===== src/rev_slew_pkg.sv =====
// Constants, register map and timing for the reverse-current and slew configuration block.
// Assumes one 100 MHz clock and a plain one-cycle strobe register port.
// How it works
// - Two reverse-current config bytes, A then B
// - Bit 3 picks 40 ns or 200 ns
// - Flag after debounce when current below threshold
// - Bits 2:0 threshold code, 00x reserved
// - Slew bits 3:1, code 0 four steps/ms
// - Enable bit 0 ramps setpoint at rate
package rev_slew_pkg;
	localparam int unsigned CLK_MHZ = 100;
	localparam int unsigned CLK_PERIOD_NS = 1000 / CLK_MHZ;
	localparam logic [15:0] ADDR_REV_A = 16'hFE84;
	localparam logic [15:0] ADDR_REV_B = 16'hFE85;
	localparam logic [15:0] ADDR_SLEW_A = 16'hFE86;
	localparam logic [15:0] ADDR_SLEW_B = 16'hFE87;
	localparam logic [15:0] ADDR_IRQ_STAT = 16'hFE90;
	localparam logic [15:0] ADDR_IRQ_MASK = 16'hFE91;
	localparam logic [15:0] ADDR_SETPT_A = 16'hFE92;
	localparam logic [15:0] ADDR_SETPT_B = 16'hFE93;
	localparam logic [15:0] ADDR_VOUT_A = 16'hFE94;
	localparam logic [15:0] ADDR_VOUT_B = 16'hFE95;
	localparam logic [7:0] REV_RESET = 8'h00;
	localparam logic [7:0] SLEW_RESET = 8'h00;
	localparam logic [7:0] SETPT_RESET = 8'h00;
	localparam int unsigned DEB_SEL_BIT = 3;
	localparam int unsigned SLEW_EN_BIT = 0;
	localparam int unsigned SLEW_LO = 1;
	localparam int unsigned SLEW_HI = 3;
	localparam logic [1:0] THR_RESERVED_TOP = 2'h0;
	// Debounce times in ns, converted to cycles rounding up
	localparam int unsigned DEB_SHORT_NS = 40;
	localparam int unsigned DEB_LONG_NS = 200;
	localparam int unsigned DEB_SHORT_CYC = (DEB_SHORT_NS + CLK_PERIOD_NS - 1) / CLK_PERIOD_NS;
	localparam int unsigned DEB_LONG_CYC = (DEB_LONG_NS + CLK_PERIOD_NS - 1) / CLK_PERIOD_NS;
	localparam int unsigned DEB_W = 5;
	// Slowest slew step interval: 4 steps per ms, 250 us per step
	localparam int unsigned SLOW_STEP_US = 250;
	localparam int unsigned SLOW_STEP_CYC = SLOW_STEP_US * CLK_MHZ;
	localparam int unsigned STEP_W = 15;
	localparam int unsigned SENSE_W = 12;
	// Threshold magnitudes in sense LSB (one LSB per mV), codes 2..7
	localparam logic [11:0] THR_MV_2 = 12'h00A;
	localparam logic [11:0] THR_MV_3 = 12'h00D;
	localparam logic [11:0] THR_MV_4 = 12'h011;
	localparam logic [11:0] THR_MV_5 = 12'h014;
	localparam logic [11:0] THR_MV_6 = 12'h018;
	localparam logic [11:0] THR_MV_7 = 12'h01B;
endpackage


===== src/rev_slew_cfg.sv =====
// Register bank for reverse-current flags and setpoint slew, two channels.
// Assumes a one-cycle strobe register port and sense samples on core_clk.
module rev_slew_cfg
	import rev_slew_pkg::*;
(
	// Clock and reset
	input wire logic core_clk,
	input wire logic rst,
	// Register port
	input wire logic [15:0] reg_addr,
	input wire logic [7:0] reg_wdata,
	input wire logic reg_wr,
	input wire logic reg_rd,
	output logic [7:0] reg_rdata,
	// Sense inputs
	input wire logic signed [SENSE_W-1:0] secondary_current_sense_a,
	input wire logic signed [SENSE_W-1:0] secondary_current_sense_b,
	// Flags and outputs
	output logic rev_flag_a,
	output logic rev_flag_b,
	output logic [7:0] chan_a_setpoint,
	output logic [7:0] chan_b_setpoint,
	output logic irq
);
	logic [7:0] chan_a_reverse_current_cfg_q;
	logic [7:0] chan_b_reverse_current_cfg_q;
	logic [7:0] chan_a_voltage_slew_cfg_q;
	logic [7:0] chan_b_voltage_slew_cfg_q;
	logic [7:0] target_a_q;
	logic [7:0] target_b_q;
	logic [1:0] irq_stat_q;
	logic [1:0] irq_mask_q;
	logic flag_a;
	logic flag_b;
	logic [1:0] flag_prev_q;
	logic [7:0] vout_a;
	logic [7:0] vout_b;

	// ****************************************
	// Configuration registers
	// ****************************************
	always_ff @(posedge core_clk) begin
		if (rst) begin
			chan_a_reverse_current_cfg_q <= REV_RESET;
			chan_b_reverse_current_cfg_q <= REV_RESET;
			chan_a_voltage_slew_cfg_q <= SLEW_RESET;
			chan_b_voltage_slew_cfg_q <= SLEW_RESET;
			target_a_q <= SETPT_RESET;
			target_b_q <= SETPT_RESET;
			irq_mask_q <= 2'h0;
		end else if (reg_wr) begin
			unique case (reg_addr)
				ADDR_REV_A: chan_a_reverse_current_cfg_q <= reg_wdata;
				ADDR_REV_B: chan_b_reverse_current_cfg_q <= reg_wdata;
				ADDR_SLEW_A: chan_a_voltage_slew_cfg_q <= reg_wdata;
				ADDR_SLEW_B: chan_b_voltage_slew_cfg_q <= reg_wdata;
				ADDR_SETPT_A: target_a_q <= reg_wdata;
				ADDR_SETPT_B: target_b_q <= reg_wdata;
				ADDR_IRQ_MASK: irq_mask_q <= reg_wdata[1:0];
				default: ;
			endcase
		end
	end

	// ****************************************
	// Channel logic
	// ****************************************
	rev_flag_chan u_flag_a (
		.core_clk(core_clk),
		.rst(rst),
		.cfg(chan_a_reverse_current_cfg_q),
		.sense(secondary_current_sense_a),
		.flag(flag_a)
	);

	rev_flag_chan u_flag_b (
		.core_clk(core_clk),
		.rst(rst),
		.cfg(chan_b_reverse_current_cfg_q),
		.sense(secondary_current_sense_b),
		.flag(flag_b)
	);

	slew_chan u_slew_a (
		.core_clk(core_clk),
		.rst(rst),
		.cfg(chan_a_voltage_slew_cfg_q),
		.target(target_a_q),
		.vout(vout_a)
	);

	slew_chan u_slew_b (
		.core_clk(core_clk),
		.rst(rst),
		.cfg(chan_b_voltage_slew_cfg_q),
		.target(target_b_q),
		.vout(vout_b)
	);

	// ****************************************
	// Outputs and interrupt
	// ****************************************
	always_ff @(posedge core_clk) begin
		if (rst) begin
			rev_flag_a <= 1'b0;
			rev_flag_b <= 1'b0;
			chan_a_setpoint <= SETPT_RESET;
			chan_b_setpoint <= SETPT_RESET;
			flag_prev_q <= 2'h0;
		end else begin
			rev_flag_a <= flag_a;
			rev_flag_b <= flag_b;
			chan_a_setpoint <= vout_a;
			chan_b_setpoint <= vout_b;
			flag_prev_q <= {flag_b, flag_a};
		end
	end

	// Rising flag sets status; set wins over write-one clear
	always_ff @(posedge core_clk) begin
		if (rst) begin
			irq_stat_q <= 2'h0;
		end else begin
			irq_stat_q <= (irq_stat_q & ~((reg_wr && reg_addr == ADDR_IRQ_STAT) ? reg_wdata[1:0] : 2'h0))
				| ({flag_b, flag_a} & ~flag_prev_q);
		end
	end

	always_ff @(posedge core_clk) begin
		if (rst) begin
			irq <= 1'b0;
		end else begin
			irq <= |(irq_stat_q & irq_mask_q);
		end
	end

	// ****************************************
	// Read data
	// ****************************************
	always_ff @(posedge core_clk) begin
		if (rst) begin
			reg_rdata <= 8'h00;
		end else if (reg_rd) begin
			unique case (reg_addr)
				ADDR_REV_A: reg_rdata <= chan_a_reverse_current_cfg_q;
				ADDR_REV_B: reg_rdata <= chan_b_reverse_current_cfg_q;
				ADDR_SLEW_A: reg_rdata <= chan_a_voltage_slew_cfg_q;
				ADDR_SLEW_B: reg_rdata <= chan_b_voltage_slew_cfg_q;
				ADDR_SETPT_A: reg_rdata <= target_a_q;
				ADDR_SETPT_B: reg_rdata <= target_b_q;
				ADDR_VOUT_A: reg_rdata <= vout_a;
				ADDR_VOUT_B: reg_rdata <= vout_b;
				ADDR_IRQ_STAT: reg_rdata <= {6'h00, irq_stat_q};
				ADDR_IRQ_MASK: reg_rdata <= {6'h00, irq_mask_q};
				default: reg_rdata <= 8'h00;
			endcase
		end else begin
			reg_rdata <= 8'h00;
		end
	end
endmodule // rev_slew_cfg


===== src/rev_flag_chan.sv =====
// One channel of reverse-current flag detection with debounce.
// Assumes the sense sample is signed, in mV LSB, on the core clock.
module rev_flag_chan
	import rev_slew_pkg::*;
(
	// Clock and reset
	input wire logic core_clk,
	input wire logic rst,
	// Configuration
	input wire logic [7:0] cfg,
	// Sense sample
	input wire logic signed [SENSE_W-1:0] sense,
	// Flag
	output logic flag
);
	logic signed [SENSE_W-1:0] thr;
	logic below;
	logic [DEB_W-1:0] cnt_q;
	logic [DEB_W-1:0] limit;

	always_comb begin
		unique case (cfg[2:0])
			3'h2: thr = -$signed(THR_MV_2);
			3'h3: thr = -$signed(THR_MV_3);
			3'h4: thr = -$signed(THR_MV_4);
			3'h5: thr = -$signed(THR_MV_5);
			3'h6: thr = -$signed(THR_MV_6);
			3'h7: thr = -$signed(THR_MV_7);
			default: thr = -$signed(THR_MV_2);
		endcase
	end

	assign below = (cfg[2:1] != THR_RESERVED_TOP) && (sense < thr);
	assign limit = cfg[DEB_SEL_BIT] ? DEB_W'(DEB_LONG_CYC) : DEB_W'(DEB_SHORT_CYC);

	// ****************************************
	// Debounce counter
	// ****************************************
	always_ff @(posedge core_clk) begin
		if (rst || !below) begin
			cnt_q <= '0;
			flag <= 1'b0;
		end else if (cnt_q >= limit - DEB_W'(1)) begin
			flag <= 1'b1;
		end else begin
			cnt_q <= cnt_q + DEB_W'(1);
		end
	end
endmodule // rev_flag_chan


===== src/slew_chan.sv =====
// One channel of output setpoint slew ramping.
// Assumes one LSB step per enable pulse.
module slew_chan
	import rev_slew_pkg::*;
(
	// Clock and reset
	input wire logic core_clk,
	input wire logic rst,
	// Configuration
	input wire logic [7:0] cfg,
	input wire logic [7:0] target,
	// Ramped output
	output logic [7:0] vout
);
	logic [STEP_W-1:0] div_q;
	logic [STEP_W-1:0] interval;
	logic step;

	// Interval halves with each higher code
	assign interval = STEP_W'(SLOW_STEP_CYC >> cfg[SLEW_HI:SLEW_LO]);
	assign step = (div_q >= interval - STEP_W'(1));

	always_ff @(posedge core_clk) begin
		if (rst || step) begin
			div_q <= '0;
		end else begin
			div_q <= div_q + STEP_W'(1);
		end
	end

	always_ff @(posedge core_clk) begin
		if (rst) begin
			vout <= SETPT_RESET;
		end else if (!cfg[SLEW_EN_BIT]) begin
			vout <= target;
		end else if (step && vout < target) begin
			vout <= vout + 8'h01;
		end else if (step && vout > target) begin
			vout <= vout - 8'h01;
		end
	end
endmodule // slew_chan


===== config.mk =====
export PLATFORM = sky130hd
export DESIGN_NAME = rev_slew_cfg
export DESIGN_NICKNAME = d
export VERILOG_FILES = /design/src/rev_slew_pkg.sv /design/src/rev_slew_cfg.sv /design/src/rev_flag_chan.sv /design/src/slew_chan.sv
export SDC_FILE = /design/constraint.sdc
export NUM_CORES = 1
export LEC_CHECK = 0
export BUFFER_PORTS_ARGS = -buffer_cell sky130_fd_sc_hd__buf_2
export CAP_MARGIN = 20
export CORE_ASPECT_RATIO = 0.7
export CORE_UTILIZATION = 35
export DETAILED_ROUTE_END_ITERATION = 10
export GPL_TIMING_DRIVEN = 0
export RECOVER_POWER = 50
export SETUP_SLACK_MARGIN = 0.1
export SLEW_MARGIN = 10
export SYNTH_ARGS = -nofsm -noshare
export SYNTH_HDL_FRONTEND = slang
export SYNTH_SLANG_ARGS = --single-unit

===== constraint.sdc =====
create_clock -name core_clk -period 10.03 [get_ports core_clk]
set_input_delay 0.5015 -clock core_clk [delete_from_list [all_inputs] [get_ports core_clk]]
set_output_delay 0.5015 -clock core_clk [all_outputs]
set_load 0.02 [all_outputs]

==> impl_metrics.json, run 1 <==
{
  "outcome": "completed",
  "area_delta_synth_final_pct": 16.6,
  "start_util": 0.360,
  "path_clk_slew_ps": 60,
  "period_share": 0.539,
  "ys_top_cells_by_count": "141 x nor2_1, 137 x dfxtp_1, 90 x ha_1, 64 x nand2_1, 62 x mux2i_1",
  "tns_ps": 0,
  "gp_congestion": 0.885,
  "arrival_ps": 5750,
  "netlist_area_um2": 8200,
  "clock_skew_ps": 7.05,
  "power_density_nw_per_um2": 134,
  "fmax_mhz": 185,
  "synthMostInstantiatedCell": "nor2_1",
  "rows": 46,
  "synth_fp_nets": 1074,
  "synth_seq_cells": 137,
  "layout-drive-gt1-share": 0.0978,
  "p_leak_nw": 3.93,
  "hold_path_class": "in2reg",
  "drv_slew": 0,
  "dr.first_iter.drc_count": 445,
  "synth.largest_area_cell": "dfxtp_1",
  "dieArea_um2": 24100,
  "grtUsageTotal": 0.179,
  "grt_pass1_vias": 6249,
  "p_sw_frac": 0.216,
  "fin_crit_ps": 5410,
  "cts_buffers": 17,
  "synth_ff_type": "dfxtp_1",
  "synth_edf_count": 0,
  "slowest_delay_ps": 550,
  "slowest_stage": "dfxtp_1",
  "synthCells": 929,
  "met2_usage": 0.251,
  "rsz0062_at_grt": "false",
  "p_comb_frac": 0.036,
  "cts_sinks": 137,
  "reg2regPathDepth": 19,
  "placed_area_um2": 8950,
  "worstMarginPinSlew_ps": 965,
  "dp_cells": 1313,
  "dr_total_vias": 6723,
  "io_buffer_count": 72,
  "overflow": 0,
  "use_met1": 0.265,
  "layout_setup_ws_ps": 4620,
  "pre_cts_slack_ps": 4360,
  "avgRoutedWirePerCell_um": 15.3,
  "io_pins": 79,
  "drv_cap": 0,
  "final_cells": 1345,
  "cellInternalPower_mw": 1.01,
  "synth_top_area_share": 0.335,
  "grt_max_degree": 17,
  "worst_setup_path_end_kind": "register",
  "grt_first_pass_wirelength_mm": 33.3,
  "drtAntennaViolNets": 0,
  "htreeDepth": 4,
  "pwr-share-seq": 0.428,
  "async_flop_share": 0,
  "irDropWorstVdd_mv": 0.128,
  "drt-total-wl_mm": 20.5,
  "antenna_found_initial": 0,
  "vias_per_cell": 5.00,
  "p_switching_mw": 0.277,
  "setup_viol": 0,
  "crit_required_ps": 10370,
  "hold_buffers": 0,
  "ys_types": 63,
  "core_um2": 22800,
  "cts_tree": "done",
  "critical_path_class": "reg2reg",
  "path_cells": "inv_1, ha_1, nor3_1, nor4bb_1, a22oi_1, ha_1, a21o_1, a21o_1, a21oi_1, o31ai_1, o21ai_0, ha_1, a21o_1, a21oi_1, o21bai_1, or3_1, a31oi_1, xnor2_1, o31ai_1",
  "yosysWarningCount": 0,
  "drc": 0,
  "final_util": 0.420,
  "dp_hpwl_mm": 15.7,
  "synth.area.top_cells": "dfxtp_1 33%, ha_1 14%, mux2i_1 7.6%",
  "antennaDiodeCount": 0,
  "worstSetupStartpointType": "register",
  "chipWidth_um": 185,
  "p_clk_frac": 0.536,
  "hold_viol": 0,
  "top_usage_layer": "met1",
  "nets": 1166,
  "cts_resized": 0,
  "die_h_um": 130,
  "clock_latency_ps": 420,
  "use_met3": 0.0525,
  "fin_area_um2": 9560,
  "cts_buffer_depth": 2,
  "ys_seq_area_frac": 0.335,
  "slew-limit-headroom": 0.353,
  "syn_area_per_cell_um2": 8.83,
  "whs_path_depth": 3,
  "hold_ws_ps": 421,
  "cp_max_fo": 9,
  "post_cts_buffers": 0,
  "first_pass_iters": 5,
  "finalPower_mw": 1.28,
  "root_buffer": "clkbuf_16"
}
path summary, 6_finish.rpt:
kind	start	slack, ps	to
worst max-delay path	chan_a_voltage_slew_cfg_q[2]$_SDFFE_PP0P_	4620	u_slew_a.vout[7]$_SDFFE_PP0P_
worst min-delay path	reg_wdata[6]	420	target_b_q[6]$_SDFFE_PP0P_
worst max register to register	chan_a_voltage_slew_cfg_q[2]$_SDFFE_PP0P_	4620	u_slew_a.vout[7]$_SDFFE_PP0P_
worst min register to register	u_slew_a.div_q[0]$_SDFF_PP0_	470	u_slew_a.div_q[0]$_SDFF_PP0_
flip-flops by register name, summed over array words and instances, names as in the netlist, 2 cells and up:
signal and cells:
u_slew_a.div_q 15, u_slew_b.div_q 15, chan_a_reverse_current_cfg_q 8, chan_a_setpoint 8, chan_a_voltage_slew_cfg_q 8, chan_b_reverse_current_cfg_q 8, chan_b_setpoint 8, chan_b_voltage_slew_cfg_q 8
reg_rdata 8, target_a_q 8, target_b_q 8, u_slew_a.vout 8, u_slew_b.vout 8, u_flag_a.cnt_q 5, u_flag_b.cnt_q 5, irq_mask_q 2
irq_stat_q 2
layer usage:
| metal | wire length [um] | share of wire |
|---|---|---|
| met5 | 0 | 0 |
| met4 | 170 | 0.0083 |
| met3 | 1590 | 0.078 |
| met2 | 7990 | 0.39 |
| met1 | 10800 | 0.52 |
cell usage in the layout (no fill, tap or decap), types with 7 or more instances in the layout:
cell type / n
a211oi_1: 12
a21o_1: 13
a21oi_1: 54
a31oi_1: 8
buf_2: 46
clkbuf_1: 56
clkbuf_16: 17
dfxtp_1: 137
ha_1: 90
inv_1: 42
mux2i_1: 62
mux4_2: 7
nand2_1: 64
nand3_1: 26
nand4_1: 14
nor2_1: 141
nor2b_1: 19
nor3_1: 10
o21a_1: 11
o21ai_0: 34
xnor2_1: 35
xor2_1: 24
power groups by stage:
stage	Sequential, mW	Clock [mW]	Combinational [mW]
2_1_floorplan	0.560	0	0.0247
3_3_place_gp	0.561	0	0.0461
3_5_place_dp	0.561	0	0.0463
4_1_cts	0.549	0.699	0.0466
5_1_grt	0.549	0.722	0.0514
6_report	0.549	0.687	0.0467
worst max-delay path, delay by kind of cell, from the launching register on:
| kind | cells | cell delay [ps] |
|---|---|---|
| AOI/OAI and AO/OA | 11 | 2280 |
| and+or+nand+nor | 3 | 1090 |
| adders and majority gates | 3 | 1070 |
| DFF | 1 | 550 |
| buffers and inverters | 1 | 230 |
| xor gates and xnor gates | 1 | 110 |
final cells by class:
type / instances / area [um^2]
Sequential cell: 137 / 2740
Fill cell: 2311 / 13200
Multi-Input combinational cell: 712 / 5140
Clock inverter: 10 / 166
Timing Repair Buffer: 73 / 332
Buffer: 36 / 144
Tap cell: 312 / 390
Clock buffer: 21 / 480
Inverter: 44 / 165
logic make-up (layout without fill, tap and decap cells):
| family | count (synthesis) | count (layout) | share of synthesized area |
|---|---|---|---|
| AOI/OAI and AO/OA | 173 | 173 | 0.142 |
| muxes | 71 | 71 | 0.0977 |
| DFF | 137 | 137 | 0.335 |
| buffers and inverters | 80 | 184 | 0.0378 |
| adders and majority gates | 93 | 93 | 0.145 |
| xor gates and xnor gates | 59 | 59 | 0.0630 |
| and+or+nand+nor | 316 | 316 | 0.180 |
Note: power is estimated with default switching activity, not from simulation.
==> run 2, diff against run 1 <==
--- a/config.mk
+++ b/config.mk
@@ -5,6 +5,7 @@
 export SDC_FILE = /design/constraint.sdc
 export NUM_CORES = 1
 export LEC_CHECK = 0
+export ABC_AREA = 1
 export BUFFER_PORTS_ARGS = -buffer_cell sky130_fd_sc_hd__buf_2
 export CAP_MARGIN = 20
 export CORE_ASPECT_RATIO = 0.7
==> constraint.sdc (replaced) <==
create_clock -name core_clk -period 4.8 [get_ports core_clk]
set_input_delay 0.24 -clock core_clk [delete_from_list [all_inputs] [get_ports core_clk]]
set_output_delay 0.24 -clock core_clk [all_outputs]
set_load 0.02 [all_outputs]
==> run 2 against run 1 <==
Compared with the run above:
- maximum frequency up 26%
- synthesized cell count up 30%
- via count up 21%
- register-to-register slack worse by 4100 ps
- clock skew up 4.5 ps
- setup slack worse by 4100 ps
- sequential cell count unchanged
- routed wire length up 20%
- critical path type unchanged
- highest routed layer unchanged
==> impl_metrics.json, run 2 <==
{
  "pre_cts_slack_ps": -82.2,
  "start_util": 0.356,
  "power_density_nw_per_um2": 263,
  "vias_per_cell": 4.94,
  "cts_buffer_depth": 2,
  "io_pins": 79,
  "fin_area_um2": 10100,
  "synth_ff_type": "dfxtp_1",
  "final_cell_mix": "221 x nand2_1, 169 x nor2_1, 168 x inv_1",
  "period_share": 0.896,
  "cp_max_fo": 9,
  "worst_setup_path_end_kind": "register",
  "fmax_mhz": 233,
  "synthMostInstantiatedCell": "nand2_1",
  "die_h_um": 135,
  "grt_first_pass_wirelength_mm": 39.3,
  "slew-limit-headroom": 0.434,
  "root_buffer": "clkbuf_16",
  "final_cells": 1647,
  "cpMostUsedCell": "nand2_1",
  "rows": 48,
  "ys_top_cells_by_count": "217 x nand2_1, 168 x inv_1, 165 x nor2_1, 137 x dfxtp_1, 94 x a21oi_1",
  "ys_seq_area_frac": 0.312,
  "overflow": 0,
  "worstMarginPinSlew_ps": 849,
  "r2r_end": "u_slew_b.vout[5]$_SDFFE_PP0P_",
  "clock_skew_ps": 11.6,
  "r2r-start": "chan_b_voltage_slew_cfg_q[1]$_SDFFE_PP0P_",
  "cts_tree": "done",
  "io_buffer_count": 76,
  "drv_cap": 0,
  "rrSetupSlack_ps": 500,
  "synth_seq_cells": 137,
  "final_util": 0.407,
  "slowest_delay_ps": 380,
  "fin_crit_ps": 4300,
  "htreeDepth": 4,
  "netlist_area_um2": 8800,
  "yosysWarningCount": 0,
  "synth_edf_count": 0,
  "hold_viol": 0,
  "finalPower_mw": 2.64,
  "crit_required_ps": 5120,
  "synthCells": 1212,
  "cts_sinks": 137,
  "nets": 1454,
  "dieArea_um2": 25800,
  "dr_total_vias": 8136,
  "placed_area_um2": 9580,
  "grt_max_degree": 17,
  "drtAntennaViolNets": 0,
  "path_clk_slew_ps": 60,
  "seq_area_um2": 2750,
  "worstSetupStartpointType": "register",
  "clock_latency_ps": 430,
  "synth_top_area_share": 0.312,
  "grtUsageTotal": 0.198,
  "syn_area_per_cell_um2": 7.26,
  "largestRegisters": "u_slew_a.div_q x15, u_slew_b.div_q x15",
  "reg2regPathDepth": 28,
  "grt_pass1_vias": 7439,
  "hold_ws_ps": 162,
  "hold_path_class": "in2reg",
  "avgRoutedWirePerCell_um": 15.0,
  "hp-start": "reg_wdata[5]",
  "fillers": 2583,
  "drv_slew": 0,
  "layout-drive-gt1-share": 0.111,
  "synth_fp_nets": 1357,
  "area_delta_synth_final_pct": 14.3,
  "crit_end": "u_slew_b.vout[5]$_SDFFE_PP0P_",
  "gp_congestion": 0.892,
  "p_leak_nw": 4.46,
  "async_flop_share": 0,
  "setup_viol": 0,
  "dp_hpwl_mm": 19.2,
  "slowest_stage": "dfxtp_2",
  "first_pass_iters": 5,
  "mostFrequentLayoutCell": "nand2_1",
  "irDropWorstVdd_mv": 0.247,
  "chipWidth_um": 191,
  "dr.first_iter.drc_count": 651,
  "synth.area.top_cells": "dfxtp_1 31%, ha_1 13%, nand2_1 9.3%",
  "drc": 0,
  "antennaDiodeCount": 0,
  "synth.largest_area_cell": "dfxtp_1",
  "drt-total-wl_mm": 24.7,
  "multi_input_area_um2": 5140,
  "outcome": "completed",
  "cts_buffers": 17,
  "dp_cells": 1613,
  "layout_setup_ws_ps": 501,
  "ys_types": 52,
  "arrival_ps": 4620,
  "core_um2": 24700,
  "tns_ps": 0,
  "cp-startpoint": "chan_b_voltage_slew_cfg_q[1]$_SDFFE_PP0P_",
  "antenna_found_initial": 0,
  "rsz0062_at_grt": "true",
  "critical_path_class": "reg2reg"
}
[run 2: logic make-up after synthesis]
logic type               share of synthesized area
AND/OR/NAND/NOR                              0.277
flip-flops                                   0.312
adder cells (fa/ha/maj)                      0.135
buffers and inverters                       0.0910
XOR/XNOR                                    0.0269
AO/OA/AOI/OAI                                0.158
[run 2: critical path, delay by kind of cell, from the launching register on]
kind            cells  cell delay, ps
xor+xnor            2             370
fa+ha+maj           3             970
simple gates       17            1740
flops               1             380
compound gates      3             490
buf+inv             3             230
[run 2: per-layer routing]
metal	vias up	GRT usage	wire length, um
li1	4179	-	-
met1	3676	0.308	13000
met2	254	0.270	9550
met3	27	0.0374	1750
met4	0	0.0586	342
met5	-	0	0
[run 2: report_power, final]
part / total (mW) / switching, mW / internal (mW)
clock: 1.39 / 0.500 / 0.895
sequential: 1.15 / 0.00502 / 1.14
combinational: 0.100 / 0.0681 / 0.0321
total: 2.64 / 0.573 / 2.07
[run 2: timing repair]
| item | CTS | global route |
|---|---|---|
| hold buffers | 0 | 0 |
| buffers inserted | 0 | 2 |
| setup endpoints to repair | 4 | 11 |
| pin swaps | 0 | 3 |
| resized for setup | 4 | 21 |
[run 2: worst min path at each step]
stage	depth (start not counted)	slack (ps)	endpoint
finish	3	160	chan_b_voltage_slew_cfg_q[5]$_SDFFE_PP0P_
CTS	3	140	chan_b_voltage_slew_cfg_q[5]$_SDFFE_PP0P_
global placement	2	450	flag_prev_q[0]$_SDFF_PP0_
floorplan	2	380	target_a_q[7]$_SDFFE_PP0P_
global route	3	160	chan_b_voltage_slew_cfg_q[5]$_SDFFE_PP0P_
detailed placement	2	460	chan_a_reverse_current_cfg_q[4]$_SDFFE_PP0P_
[run 2: cell type report]
class / count / share of cell area
clock buffers: 24 / 0.0469
inverters: 176 / 0.0660
plain buffers: 25 / 0.0115
clock inverters: 8 / 0.0142
repair buffers: 78 / 0.0360
flip-flops and latches: 137 / 0.273
well taps: 325 / 0.0405
multi-input cells: 874 / 0.512
==> run 3, diff against run 2 <==
==> constraint.sdc (replaced) <==
create_clock -name core_clk -period 4.8 [get_ports core_clk]
set_input_delay 0 -clock core_clk [delete_from_list [all_inputs] [get_ports core_clk]]
set_output_delay 0 -clock core_clk [all_outputs]
set_load 0.02 [all_outputs]
==> run 3 against run 2 <==
Compared with the run above:
- the flow now finishes with violations (negative hold slack)
- critical path type unchanged
- largest cell class unchanged
- clock skew hardly changed
- routed wire length is 0.29% higher
- global-route usage hardly changed
- sequential share of layout area is 0.25 points lower
- sequential cell count stayed put
- hold slack worse by 190 ps
- critical path depth stayed put
- register-to-register slack hardly changed
- clock power hardly changed
- non-clock buffer count is 9 higher
- setup slack worse by 4.9 ps
- power is 0.28% higher
==> impl_metrics.json, run 3 (same netlist as run 2, synthesis figures left out) <==
{
  "outcome": "finished with violations",
  "largestRegisters": "u_slew_a.div_q x15, u_slew_b.div_q x15",
  "hold_path_class": "in2reg",
  "tns_ps": 0,
  "rsz0062_at_grt": "true",
  "layout-drive-gt1-share": 0.110,
  "cts_buffer_depth": 2,
  "dp_hpwl_mm": 19.2,
  "grt_pass1_vias": 7489,
  "chipWidth_um": 191,
  "core_um2": 24700,
  "drv_slew": 0,
  "slowest_stage": "dfxtp_2",
  "gp_congestion": 0.892,
  "finalPower_mw": 2.65,
  "overflow": 0,
  "p_comb_frac": 0.040,
  "avgRoutedWirePerCell_um": 14.9,
  "p_clk_frac": 0.527,
  "dp_cells": 1613,
  "period_share": 0.897,
  "fmax_mhz": 232,
  "nets": 1463,
  "drt-total-wl_mm": 24.7,
  "cpMostUsedCell": "nand2_1",
  "final_cell_mix": "221 x nand2_1, 169 x nor2_1, 168 x inv_1",
  "seq_area_um2": 2750,
  "slowest_delay_ps": 380,
  "mostFrequentLayoutCell": "nand2_1",
  "irDropWorstVdd_mv": 0.250,
  "cp_max_fo": 9,
  "dr.first_iter.drc_count": 633,
  "p_sw_frac": 0.217,
  "hold_ws_ps": -23.9,
  "drc": 0,
  "io_pins": 79,
  "pwr-share-seq": 0.433,
  "drv_cap": 0,
  "area_delta_synth_final_pct": 15.3,
  "setup_viol": 0,
  "cellInternalPower_mw": 2.07,
  "violations": "negative hold slack",
  "cts_buffers": 17,
  "worstMarginPinSlew_ps": 834,
  "drtAntennaViolNets": 0,
  "cts_sinks": 137,
  "final_util": 0.411,
  "grtUsageTotal": 0.199,
  "grt_max_degree": 17,
  "arrival_ps": 4630,
  "io_buffer_count": 76,
  "power_density_nw_per_um2": 261,
  "cts_tree": "done",
  "multi_input_area_um2": 5140,
  "worstSetupStartpointType": "register",
  "rows": 48,
  "fillers": 2583,
  "root_buffer": "clkbuf_16",
  "path_clk_slew_ps": 60,
  "worst_setup_path_end_kind": "register",
  "clock_skew_ps": 11.5,
  "die_h_um": 135,
  "grt_first_pass_wirelength_mm": 39.4,
  "p_switching_mw": 0.575,
  "p_leak_nw": 4.49,
  "antenna_found_initial": 1,
  "htreeDepth": 4,
  "vias_per_cell": 4.91,
  "start_util": 0.356,
  "slew-limit-headroom": 0.440,
  "first_pass_iters": 5,
  "clock_latency_ps": 430,
  "hold_viol": 3,
  "dieArea_um2": 25800,
  "fin_crit_ps": 4300,
  "crit_required_ps": 5120,
  "critical_path_class": "reg2reg",
  "final_cells": 1657,
  "dr_total_vias": 8130
}
-- run 3: changes by cell type in the layout (fill, tap and decap cells not counted) --
| cell | previous run | this run |
|---|---|---|
| o21ai_1 | 1 | 2 |
| o21ai_0 | 74 | 73 |
| dlygate4sd3_1 | 0 | 9 |
| diode_2 | 0 | 1 |
-- run 3: final timing paths --
path	startpoint	to	slack, ps	depth (start not counted)
worst max-delay path	chan_b_voltage_slew_cfg_q[1]$_SDFFE_PP0P_	u_slew_b.vout[5]$_SDFFE_PP0P_	500	28
worst min-delay path	reg_wr	chan_b_voltage_slew_cfg_q[5]$_SDFFE_PP0P_	-20	3
worst max register to register	chan_b_voltage_slew_cfg_q[1]$_SDFFE_PP0P_	u_slew_b.vout[5]$_SDFFE_PP0P_	500	28
worst min register to register	u_flag_a.flag$_SDFFE_PP0P_	flag_prev_q[0]$_SDFF_PP0_	470	2
-- run 3: per-layer routing --
layer | wire [um] | up-vias | global-route usage
li1 | - | 4205 | -
met1 | 13200 | 3662 | 0.308
met2 | 9570 | 234 | 0.270
met3 | 1640 | 29 | 0.0374
met4 | 329 | 0 | 0.0613
met5 | 0 | - | 0
-- run 3: layout make-up --
type	count	share of cell area
timing repair buffer	87	0.0445
inverter	176	0.0654
tap	325	0.0401
clock inverter	8	0.0141
multi-input combinational	874	0.507
clock buffer	24	0.0465
sequential	137	0.271
antenna	1	0.000247
buffer	25	0.0113
-- run 3: through the flow --
step	area, um^2	worst slack [ps]
floorplan	8800	691
global placement	9580	-5.57
finish	10100	496
detailed placement	9580	-82.2
global route	10100	98.2
CTS	10300	123
-- run 3: worst max-delay path, delay by kind of cell, from the launching register on --
kind,cells,cell delay (ps)
compound gates,3,490
xor+xnor,2,370
fa+ha+maj,3,970
buf+inv,3,230
flops,1,380
simple gates,17,1740
-- run 3: repair_timing --
action	CTS	global route
hold buffers	9	0
setup buffers	0	2
resized for setup	4	21
pin swaps	0	3
setup endpoints to repair	4	11
endpoints found under the hold margin	48	0
-- run 3: power groups by stage --
stage	Combinational [mW]	Sequential, mW	Clock [mW]
3_3_place_gp	0.103	1.17	0
4_1_cts	0.111	1.15	1.42
5_1_grt	0.117	1.15	1.48
3_5_place_dp	0.104	1.17	0
2_1_floorplan	0.0537	1.17	0
6_report	0.106	1.15	1.40
